[config.mk]
export PLATFORM = sky130hd
export DESIGN_NAME = wfs_slots
export DESIGN_NICKNAME = d
export VERILOG_FILES = /design/src/common/wfs_pkg.sv /design/src/rtl/wfs_slots.sv
export VERILOG_INCLUDE_DIRS = /design/src /design/src/common
export SDC_FILE = /design/constraint.sdc
export NUM_CORES = 1
export LEC_CHECK = 0
export BUFFER_PORTS_ARGS = -buffer_cell sky130_fd_sc_hd__buf_2
export CORE_ASPECT_RATIO = 0.75
export CORE_MARGIN = 2
export CORE_UTILIZATION = 58
export DETAILED_ROUTE_END_ITERATION = 10
export HOLD_SLACK_MARGIN = 0.05
export PLACE_DENSITY = 0.81
export SLEW_MARGIN = 10
export SYNTH_ARGS = -nofsm -noshare
export SYNTH_HDL_FRONTEND = slang
export SYNTH_SLANG_ARGS = --single-unit
[constraint.sdc]
create_clock -name core_clk -period 5.5 [get_ports core_clk]
set_input_delay 0.825 -clock core_clk [delete_from_list [all_inputs] [get_ports core_clk]]
set_output_delay 0.825 -clock core_clk [all_outputs]
set_load 0.005 [all_outputs]
[src/common/wfs_map.svh]
`ifndef WFS_MAP_SVH
`define WFS_MAP_SVH

// register indices as printed; byte address is four times the index
`define WFS_IDX_CTRL      8'h0C
`define WFS_IDX_SLOT_BASE 8'h0F
`define WFS_IDX_SLOT_LAST 8'h16
`define WFS_IDX_SLOT_SIX  8'h14
`define WFS_IDX_SLOT_SEVEN 8'h15

// field positions inside a slot and the control word
`define WFS_SLOT_DELAY_BIT 7
`define WFS_CTRL_START_BIT 0

// reset values
`define WFS_SLOT_RESET 8'h00

// timing: one delay unit is 10 ms, clock 50 MHz
`define WFS_UNIT_MS    10
`define WFS_CLK_KHZ    50000
`define WFS_UNIT_CYCLES (`WFS_UNIT_MS * `WFS_CLK_KHZ)

`endif

[src/common/wfs_pkg.sv]
package wfs_pkg;

    // one slot entry: delay select over a 7-bit value
    typedef struct packed {
        logic       delaySel;
        logic [6:0] entryValue;
    } wfs_slot_t;

    // request handed to the waveform player
    typedef struct packed {
        logic       valid;
        logic [6:0] waveId;
    } wfs_play_t;

    typedef enum logic [1:0] {
        SEQ_IDLE,
        SEQ_FETCH,
        SEQ_PLAY,
        SEQ_DELAY
    } wfs_state_t;

endpackage : wfs_pkg

[src/rtl/wfs_slots.sv]
// Register access over APB was decided locally.
`timescale 1ns/1ns
`include "wfs_map.svh"
module wfs_slots #(
    parameter int UNIT_CYCLES = `WFS_UNIT_CYCLES
) (
    // clock and reset
    input  wire logic              core_clk,
    input  wire logic              rst_n,
    // apb slave
    input  wire logic              psel,
    input  wire logic              penable,
    input  wire logic              pwrite,
    input  wire logic [7:0]        paddr,
    input  wire logic [31:0]       pwdata,
    output logic      [31:0]       prdata,
    output logic                   pready,
    output logic                   pslverr,
    // waveform player
    output wfs_pkg::wfs_play_t     playReq,
    input  wire logic              waveDone,
    output logic                   seqBusy
);
    import wfs_pkg::*;

    ////////////////////////////////////////////////////////////////////////
    // reset release through two flops; rst_n may rise at any moment, so
    // the second flop gives every register below a release aligned to
    // core_clk, clear of its recovery window; only the second flop is read
    logic rstSync1_r;
    logic rstSync2_r;

    always_ff @(posedge core_clk or negedge rst_n)
    begin
        if (!rst_n)
        begin
            rstSync1_r <= 1'b0;
            rstSync2_r <= 1'b0;
        end
        else
        begin
            rstSync1_r <= 1'b1;
            rstSync2_r <= rstSync1_r;
        end
    end

    // synchronised reset used by everything below
    wire logic rstN = rstSync2_r;

    ////////////////////////////////////////////////////////////////////////
    // address decode: word index from byte address; the two low address
    // bits must be zero, anything else is answered as unmapped, which
    // keeps a half-word access from touching a neighbouring register
    localparam int NSLOT = 8;

    // slot table and sequencer state
    wfs_slot_t  slot_r [NSLOT];
    wfs_state_t state_r;
    logic [2:0] slotIdx_r;

    // decode of the current bus request
    logic [5:0] wordIdx;
    logic       hitCtrl;
    logic       hitSlot;
    logic       mapped;
    logic [2:0] slotSel;
    logic       accessDone;
    logic       wrStart;
    logic       wrSlot;

    // the entry being worked on and whether it is the final one
    wfs_slot_t  curSlot;
    logic       lastSlot;

    assign wordIdx = paddr[7:2];
    assign hitCtrl = ({2'h0, wordIdx} == `WFS_IDX_CTRL)
                  && (paddr[1:0] == 2'h0);
    assign hitSlot = ({2'h0, wordIdx} >= `WFS_IDX_SLOT_BASE)
                  && ({2'h0, wordIdx} <= `WFS_IDX_SLOT_LAST)
                  && (paddr[1:0] == 2'h0);
    assign mapped  = hitCtrl || hitSlot;
    // 0x0F..0x16 maps onto slot 0..7
    assign slotSel = 3'(wordIdx - 6'(`WFS_IDX_SLOT_BASE));
    // a write lands only at the edge that sees pready high
    assign accessDone = psel && penable && pready;
    assign wrStart = accessDone && pwrite && hitCtrl
                  && pwdata[`WFS_CTRL_START_BIT];
    // a slot write needs the same qualifiers, so a refused address can
    // never disturb the table
    assign wrSlot  = accessDone && pwrite && hitSlot && !pslverr;

    // the sequencer always looks at the entry its index points to
    assign curSlot  = slot_r[slotIdx_r];
    assign lastSlot = (slotIdx_r == 3'(NSLOT - 1));

    ////////////////////////////////////////////////////////////////////////
    // read word of the addressed register, zero where nothing is mapped
    logic [31:0] rdWord;

    always_comb
    begin
        rdWord = 32'h0000_0000;
        if (hitCtrl)
            rdWord = {31'h0, seqBusy};          // start bit reads busy
        else if (hitSlot)
            rdWord = {24'h0, slot_r[slotSel]};
    end

    // apb answer: prepared in the setup cycle so that pready, prdata and
    // pslverr come straight from flops and no wait state is ever needed;
    // the price is that a read returns the value as it stood at setup
    always_ff @(posedge core_clk or negedge rstN)
    begin
        if (!rstN)
        begin
            pready  <= 1'b0;
            pslverr <= 1'b0;
            prdata  <= 32'h0000_0000;
        end
        else if (psel && !penable)
        begin
            // unmapped or misaligned: error answer, read zero, write dropped
            pready  <= 1'b1;
            pslverr <= !mapped;
            if (pwrite)
                prdata <= 32'h0000_0000;
            else
                prdata <= rdWord;
        end
        else
        begin
            // answer stands for exactly the access cycle
            pready  <= 1'b0;
            pslverr <= 1'b0;
        end
    end

    ////////////////////////////////////////////////////////////////////////
    // slot storage, all eight entries share one layout; only the low
    // byte of the write word is kept, the upper bits have no home
    always_ff @(posedge core_clk or negedge rstN)
    begin
        if (!rstN)
        begin
            for (int i = 0; i < NSLOT; i++)
                slot_r[i] <= `WFS_SLOT_RESET;
        end
        else if (wrSlot)
        begin
            // delay select and value are stored as two separate fields
            slot_r[slotSel].delaySel   <= pwdata[`WFS_SLOT_DELAY_BIT];
            slot_r[slotSel].entryValue <= pwdata[6:0];
        end
    end

    ////////////////////////////////////////////////////////////////////////
    // delay timer: unit prescaler and remaining unit count; the prescaler
    // restarts at every fetch, so a delay is always whole units long,
    // and a value of N idles N units plus one cycle; the prescaler is
    // kept 32 bits wide so that any sensible clock rate fits
    logic [31:0] tickCnt_r;
    logic [6:0]  unitsLeft_r;
    logic        delayEnd;

    assign delayEnd = (state_r == SEQ_DELAY) && (unitsLeft_r == 7'h00);

    always_ff @(posedge core_clk or negedge rstN)
    begin
        if (!rstN)
        begin
            tickCnt_r   <= 32'h0000_0000;
            unitsLeft_r <= 7'h00;
        end
        else if (state_r == SEQ_FETCH)
        begin
            // load the count from the entry being fetched
            tickCnt_r   <= 32'h0000_0000;
            unitsLeft_r <= curSlot.entryValue;
        end
        else if (state_r == SEQ_DELAY && unitsLeft_r != 7'h00)
        begin
            // each unit is UNIT_CYCLES clocks, i.e. 10 ms at 50 MHz
            if (tickCnt_r == 32'(UNIT_CYCLES - 1))
            begin
                tickCnt_r   <= 32'h0000_0000;
                unitsLeft_r <= unitsLeft_r - 7'h01;
            end
            else
                tickCnt_r <= tickCnt_r + 32'h0000_0001;
        end
    end

    ////////////////////////////////////////////////////////////////////////
    // sequencer: FETCH looks at an entry for one cycle, then PLAY waits
    // for the player's done pulse or DELAY waits out the timer; both go
    // on to the next entry's FETCH, or to IDLE after the eighth, so a
    // run never touches more than eight entries
    logic stepDone;

    // a done pulse outside PLAY is ignored, so a stray pulse during a
    // delay or a fetch cannot skip an entry
    assign stepDone = (state_r == SEQ_PLAY && waveDone) || delayEnd;

    always_ff @(posedge core_clk or negedge rstN)
    begin
        if (!rstN)
        begin
            state_r   <= SEQ_IDLE;
            slotIdx_r <= 3'h0;
        end
        else
        begin
            case (state_r)
                SEQ_IDLE:
                begin
                    // only a start write leaves idle; a start while busy
                    // is dropped, so a run cannot restart in mid-sequence
                    if (wrStart)
                    begin
                        slotIdx_r <= 3'h0;
                        state_r   <= SEQ_FETCH;
                    end
                end
                SEQ_FETCH:
                begin
                    // a zero value ends the run before anything plays,
                    // whatever the delay select says
                    if (curSlot.entryValue == 7'h00)
                        state_r <= SEQ_IDLE;
                    else if (curSlot.delaySel)
                        state_r <= SEQ_DELAY;
                    else
                        state_r <= SEQ_PLAY;
                end
                SEQ_PLAY, SEQ_DELAY:
                begin
                    // waveform and delay entries share one advance path
                    if (stepDone)
                    begin
                        if (lastSlot)
                            state_r <= SEQ_IDLE;
                        else
                        begin
                            slotIdx_r <= slotIdx_r + 3'h1;
                            state_r   <= SEQ_FETCH;
                        end
                    end
                end
                // an unused code falls back to idle
                default:
                    state_r <= SEQ_IDLE;
            endcase
        end
    end

    ////////////////////////////////////////////////////////////////////////
    // player request: level held for the whole waveform, cleared on done;
    // the identifier goes out untouched, the library lookup by index
    // belongs to the player, which keeps this block free of the library
    // size
    always_ff @(posedge core_clk or negedge rstN)
    begin
        if (!rstN)
            playReq <= '0;
        else if (state_r == SEQ_FETCH && !curSlot.delaySel
                 && curSlot.entryValue != 7'h00)
        begin
            // only a playable entry raises the request
            playReq.valid  <= 1'b1;
            playReq.waveId <= curSlot.entryValue;
        end
        // the done pulse drops it; the next fetch may raise it again
        else if (state_r == SEQ_PLAY && waveDone)
            playReq.valid <= 1'b0;
    end

    // busy covers the start edge too, so a read right after start shows 1;
    // it falls at the same edge at which the sequencer returns to idle,
    // so software polling the bit never sees idle while a step is open;
    // there is no way to stop a run early, the bit only reports
    always_ff @(posedge core_clk or negedge rstN)
    begin
        if (!rstN)
            seqBusy <= 1'b0;
        else if (state_r == SEQ_IDLE)
            seqBusy <= wrStart;
        else if (state_r == SEQ_FETCH)
            seqBusy <= curSlot.entryValue != 7'h00;
        else if (stepDone && lastSlot)
            seqBusy <= 1'b0;
    end

endmodule : wfs_slots

==> results.ini <==
[hold_path]
hold_path.class=input pin to async pin

[clock_network]
clk_pin_slew_ns=0.05
htreeDepth=4
cts_resized=0
post_cts_buffers=0
hold_buffers=0
cts_tree=built
clock_path_buffers=2
cts.sink_count=129
clock-root-buffer=clkbuf_16
numCtsBuffers=17
clock_latency_ns=0.42

[routing]
firstDrtPassIters=5
viasPerCell=6.39
wl_per_cell_um=20.1
drt-total-wl_um=16400
drc=0
first_iter_violations=652
dr_total_vias=5204
drtAntennaViolNets=0

[floorplan]
core_area_um2=11700
die_x_um=131
dieHeight_um=99.2
start_util_pct=59.9
dieArea_um2=13000
rows=34
ios=89

[place]
portBuffers=40
hpwl_um=10600
place.gp.congestion=0.866
dpl_cell_area_um2=7240

[grt]
grt_usage_pct=27.1
first_global_vias=5084
grt_max_degree=74
grt_pass1_wl_um=26600
overflow=0
grt_antenna_before_repair=0

[synthesis]
yosysWarnings=0
synthTopCellsByCount=dfrtp_1 (129), mux2_2 (74), nand2_1 (39)
ys_top_cells_by_area=dfrtp_1 (46%), mux2_2 (12%), mux4_1 (5.2%), mux4_2 (4.2%), buf_4 (2.6%)
synthDominantCellAreaShare_pct=46.1
yosysSeqAreaShare_pct=46.1
synth_top_cell_by_area=dfrtp_1
netlist_area_um2=7010
ys_seq_elements=129
synth-edff-count=0
syn_avg_cell_area_um2=11.6
ys.flop_type=dfrtp_1
async_flop_share_pct=100
netlist_instances=603
yosysMostFrequentCell=dfrtp_1
yosys.cell_types.count=59

[sta]
max_freq_mhz=258
hold_violations=0
setup_viol=0
max_slew_margin_pct=25.2
slew_viol_final=0
fin_skew_ns=0.00982
rsz0062_at_grt=no
fin_crit_sh_pct=70.5
whs_ns=0.177
period_needed_ns=3.88
fin_setup_tns_ns=0
tightest_slew_ns=1.12

[finish]
final_cell_area_um2=7780
fillers=831
diodes=0
multi_input_area_um2=3500
drive_gt1_share_pct=25.8
fin_nets=695
syn_to_final_growth_pct=11.1
seq_area_um2=3230

[critical_path]
cp_slowest_stage_delay_ns=0.92
end_kind=flip-flop
critPathArrivalTime_ns=4.18
critPathLaunchType=input pin
worst_path_dominant_cell_family=simple AND/OR/NAND/NOR gates
crit_buf_inv=2
crit_path_cell_trace=buf_2 -> inv_1 -> ha_1 -> nand4_1 -> nor3_2 -> mux2_2
critPathRequiredTime_ns=5.80
crit_path_top_delay_cell=ha_1
timing_worst_setup_path_type=input pin to flip-flop
critPathMaxFanout=18

[flow_run]
cap_violations=0

[power_and_ir_drop]
comb_power_share_pct=3.7
p_total_mw=2.09
clock_power_share_pct=50.3
internal_power_mw=1.63
ir_worst_vdd_mv=0.233
switchingPower_uw=466
power.density_nw_per_um2=269
switching_share_pct=22.2
power_leakage_nw=3.72
power_frac_seq_pct=46.0

[outcome]
outcome=finished, final reports clean

[cells in the final DEF, fill, tap and decap left out, drive strengths merged, types with 3 or more instances in the layout]
cell and instances:
or3 14, nor2 33, a22o 7, ha 8, nand4 17, a211oi 3, nor4b 3, nor3 10
mux2i 11, a21oi 16, xnor2 3, nor4 6, conb 25, clkbuf 25, a31oi 6, o21ai 34
nand2b 5, o31ai 3, mux4 27, o31a 3, and2 8, nand2 39, mux2 74, dfrtp 129
nor3b 3, a21o 3, o22ai 4, o22a 3, nand3 15, xor2 15, buf 45, and3 9
inv 18
[per-layer routing]
layer | vias to the layer above | routed length (um) | global-route usage (%) | part of all wire, %
met5 | - | 0 | 0 | 0
met4 | 0 | 309 | 9.00 | 1.9
met3 | 37 | 1480 | 8.82 | 9.0
met2 | 266 | 7410 | 39.7 | 45
met1 | 2631 | 7190 | 38.6 | 44
li1 | 2270 | - | - | -
[sequential cells by signal, indices dropped and copies added, names as in the netlist]
signal       count
seqBusy          1
unitsLeft_r      7
state_r          2
pready           1
rstSync1_r       1
rstN             1
slotIdx_r        3
prdata           8
pslverr          1
slot_r          64
playReq          8
tickCnt_r       32
[worst register-to-register path: stages (launching register included)]
cell      delay (ns)
dfrtp_1         0.97
mux4_1          0.68
mux2_2          0.33
or3b_1          0.44
nor3_1          0.43
o311ai_0        0.18
[power groups by stage]
| stage | combinational, mW | clock [mW] | sequential (mW) |
|---|---|---|---|
| 2_1_floorplan | 0.0519 | 0 | 0.985 |
| 3_3_place_gp | 0.0735 | 0 | 0.979 |
| 3_5_place_dp | 0.0757 | 0 | 0.980 |
| 4_1_cts | 0.0771 | 1.06 | 0.963 |
| 5_1_grt | 0.0867 | 1.10 | 0.964 |
| 6_report | 0.0775 | 1.05 | 0.963 |
[path summary, 6_finish.rpt]
path                                                from                     end  slack (ns)  depth (start not counted)
worst max-delay path                            paddr[2]  slot_r[33]$_DFFE_PN0P_        1.62                          6
worst min-delay path                               rst_n          rstN$_DFF_PN0_        0.18                          1
worst max register to register  slotIdx_r[0]$_DFFE_PN0P_  state_r[0]$_DFFE_PN0P_        2.30                          5
worst min register to register      rstSync1_r$_DFF_PN0_          rstN$_DFF_PN0_        0.36                          0
max in group asynchronous                 rstN$_DFF_PN0_  slot_r[46]$_DFFE_PN0P_        3.72                          1
min in group core_clk               rstSync1_r$_DFF_PN0_          rstN$_DFF_PN0_        0.36                          0
[cells by family after synthesis]
group | Yosys count | synth area share (%)
flops | 129 | 46.1
compound gates | 92 | 8.75
buf+inv | 67 | 5.28
other cells | 2 | 0.107
mux | 112 | 22.9
fa+ha+maj | 8 | 1.43
simple gates | 175 | 13.2
xor+xnor | 18 | 2.25
[per-stage QoR]
step           std cells  worst slack (ns)  util, %
2_1_floorplan        626              1.64        -
3_3_place_gp         784              1.31     61.9
3_5_place_dp         784              1.29     61.9
4_1_cts              814              1.70     66.5
5_1_grt              814              1.43     66.5
6_report             814              1.62     66.5
[cell type report]
cell class	instances	area share, %
flip-flops and latches	129	41.5
multi-input cells	430	45.0
clock buffers	25	6.24
repair buffers	45	3.05
well taps	162	2.60
inverters	18	0.868
clock inverters	5	0.707
No activity file was read; power rests on OpenSTA's default activity.
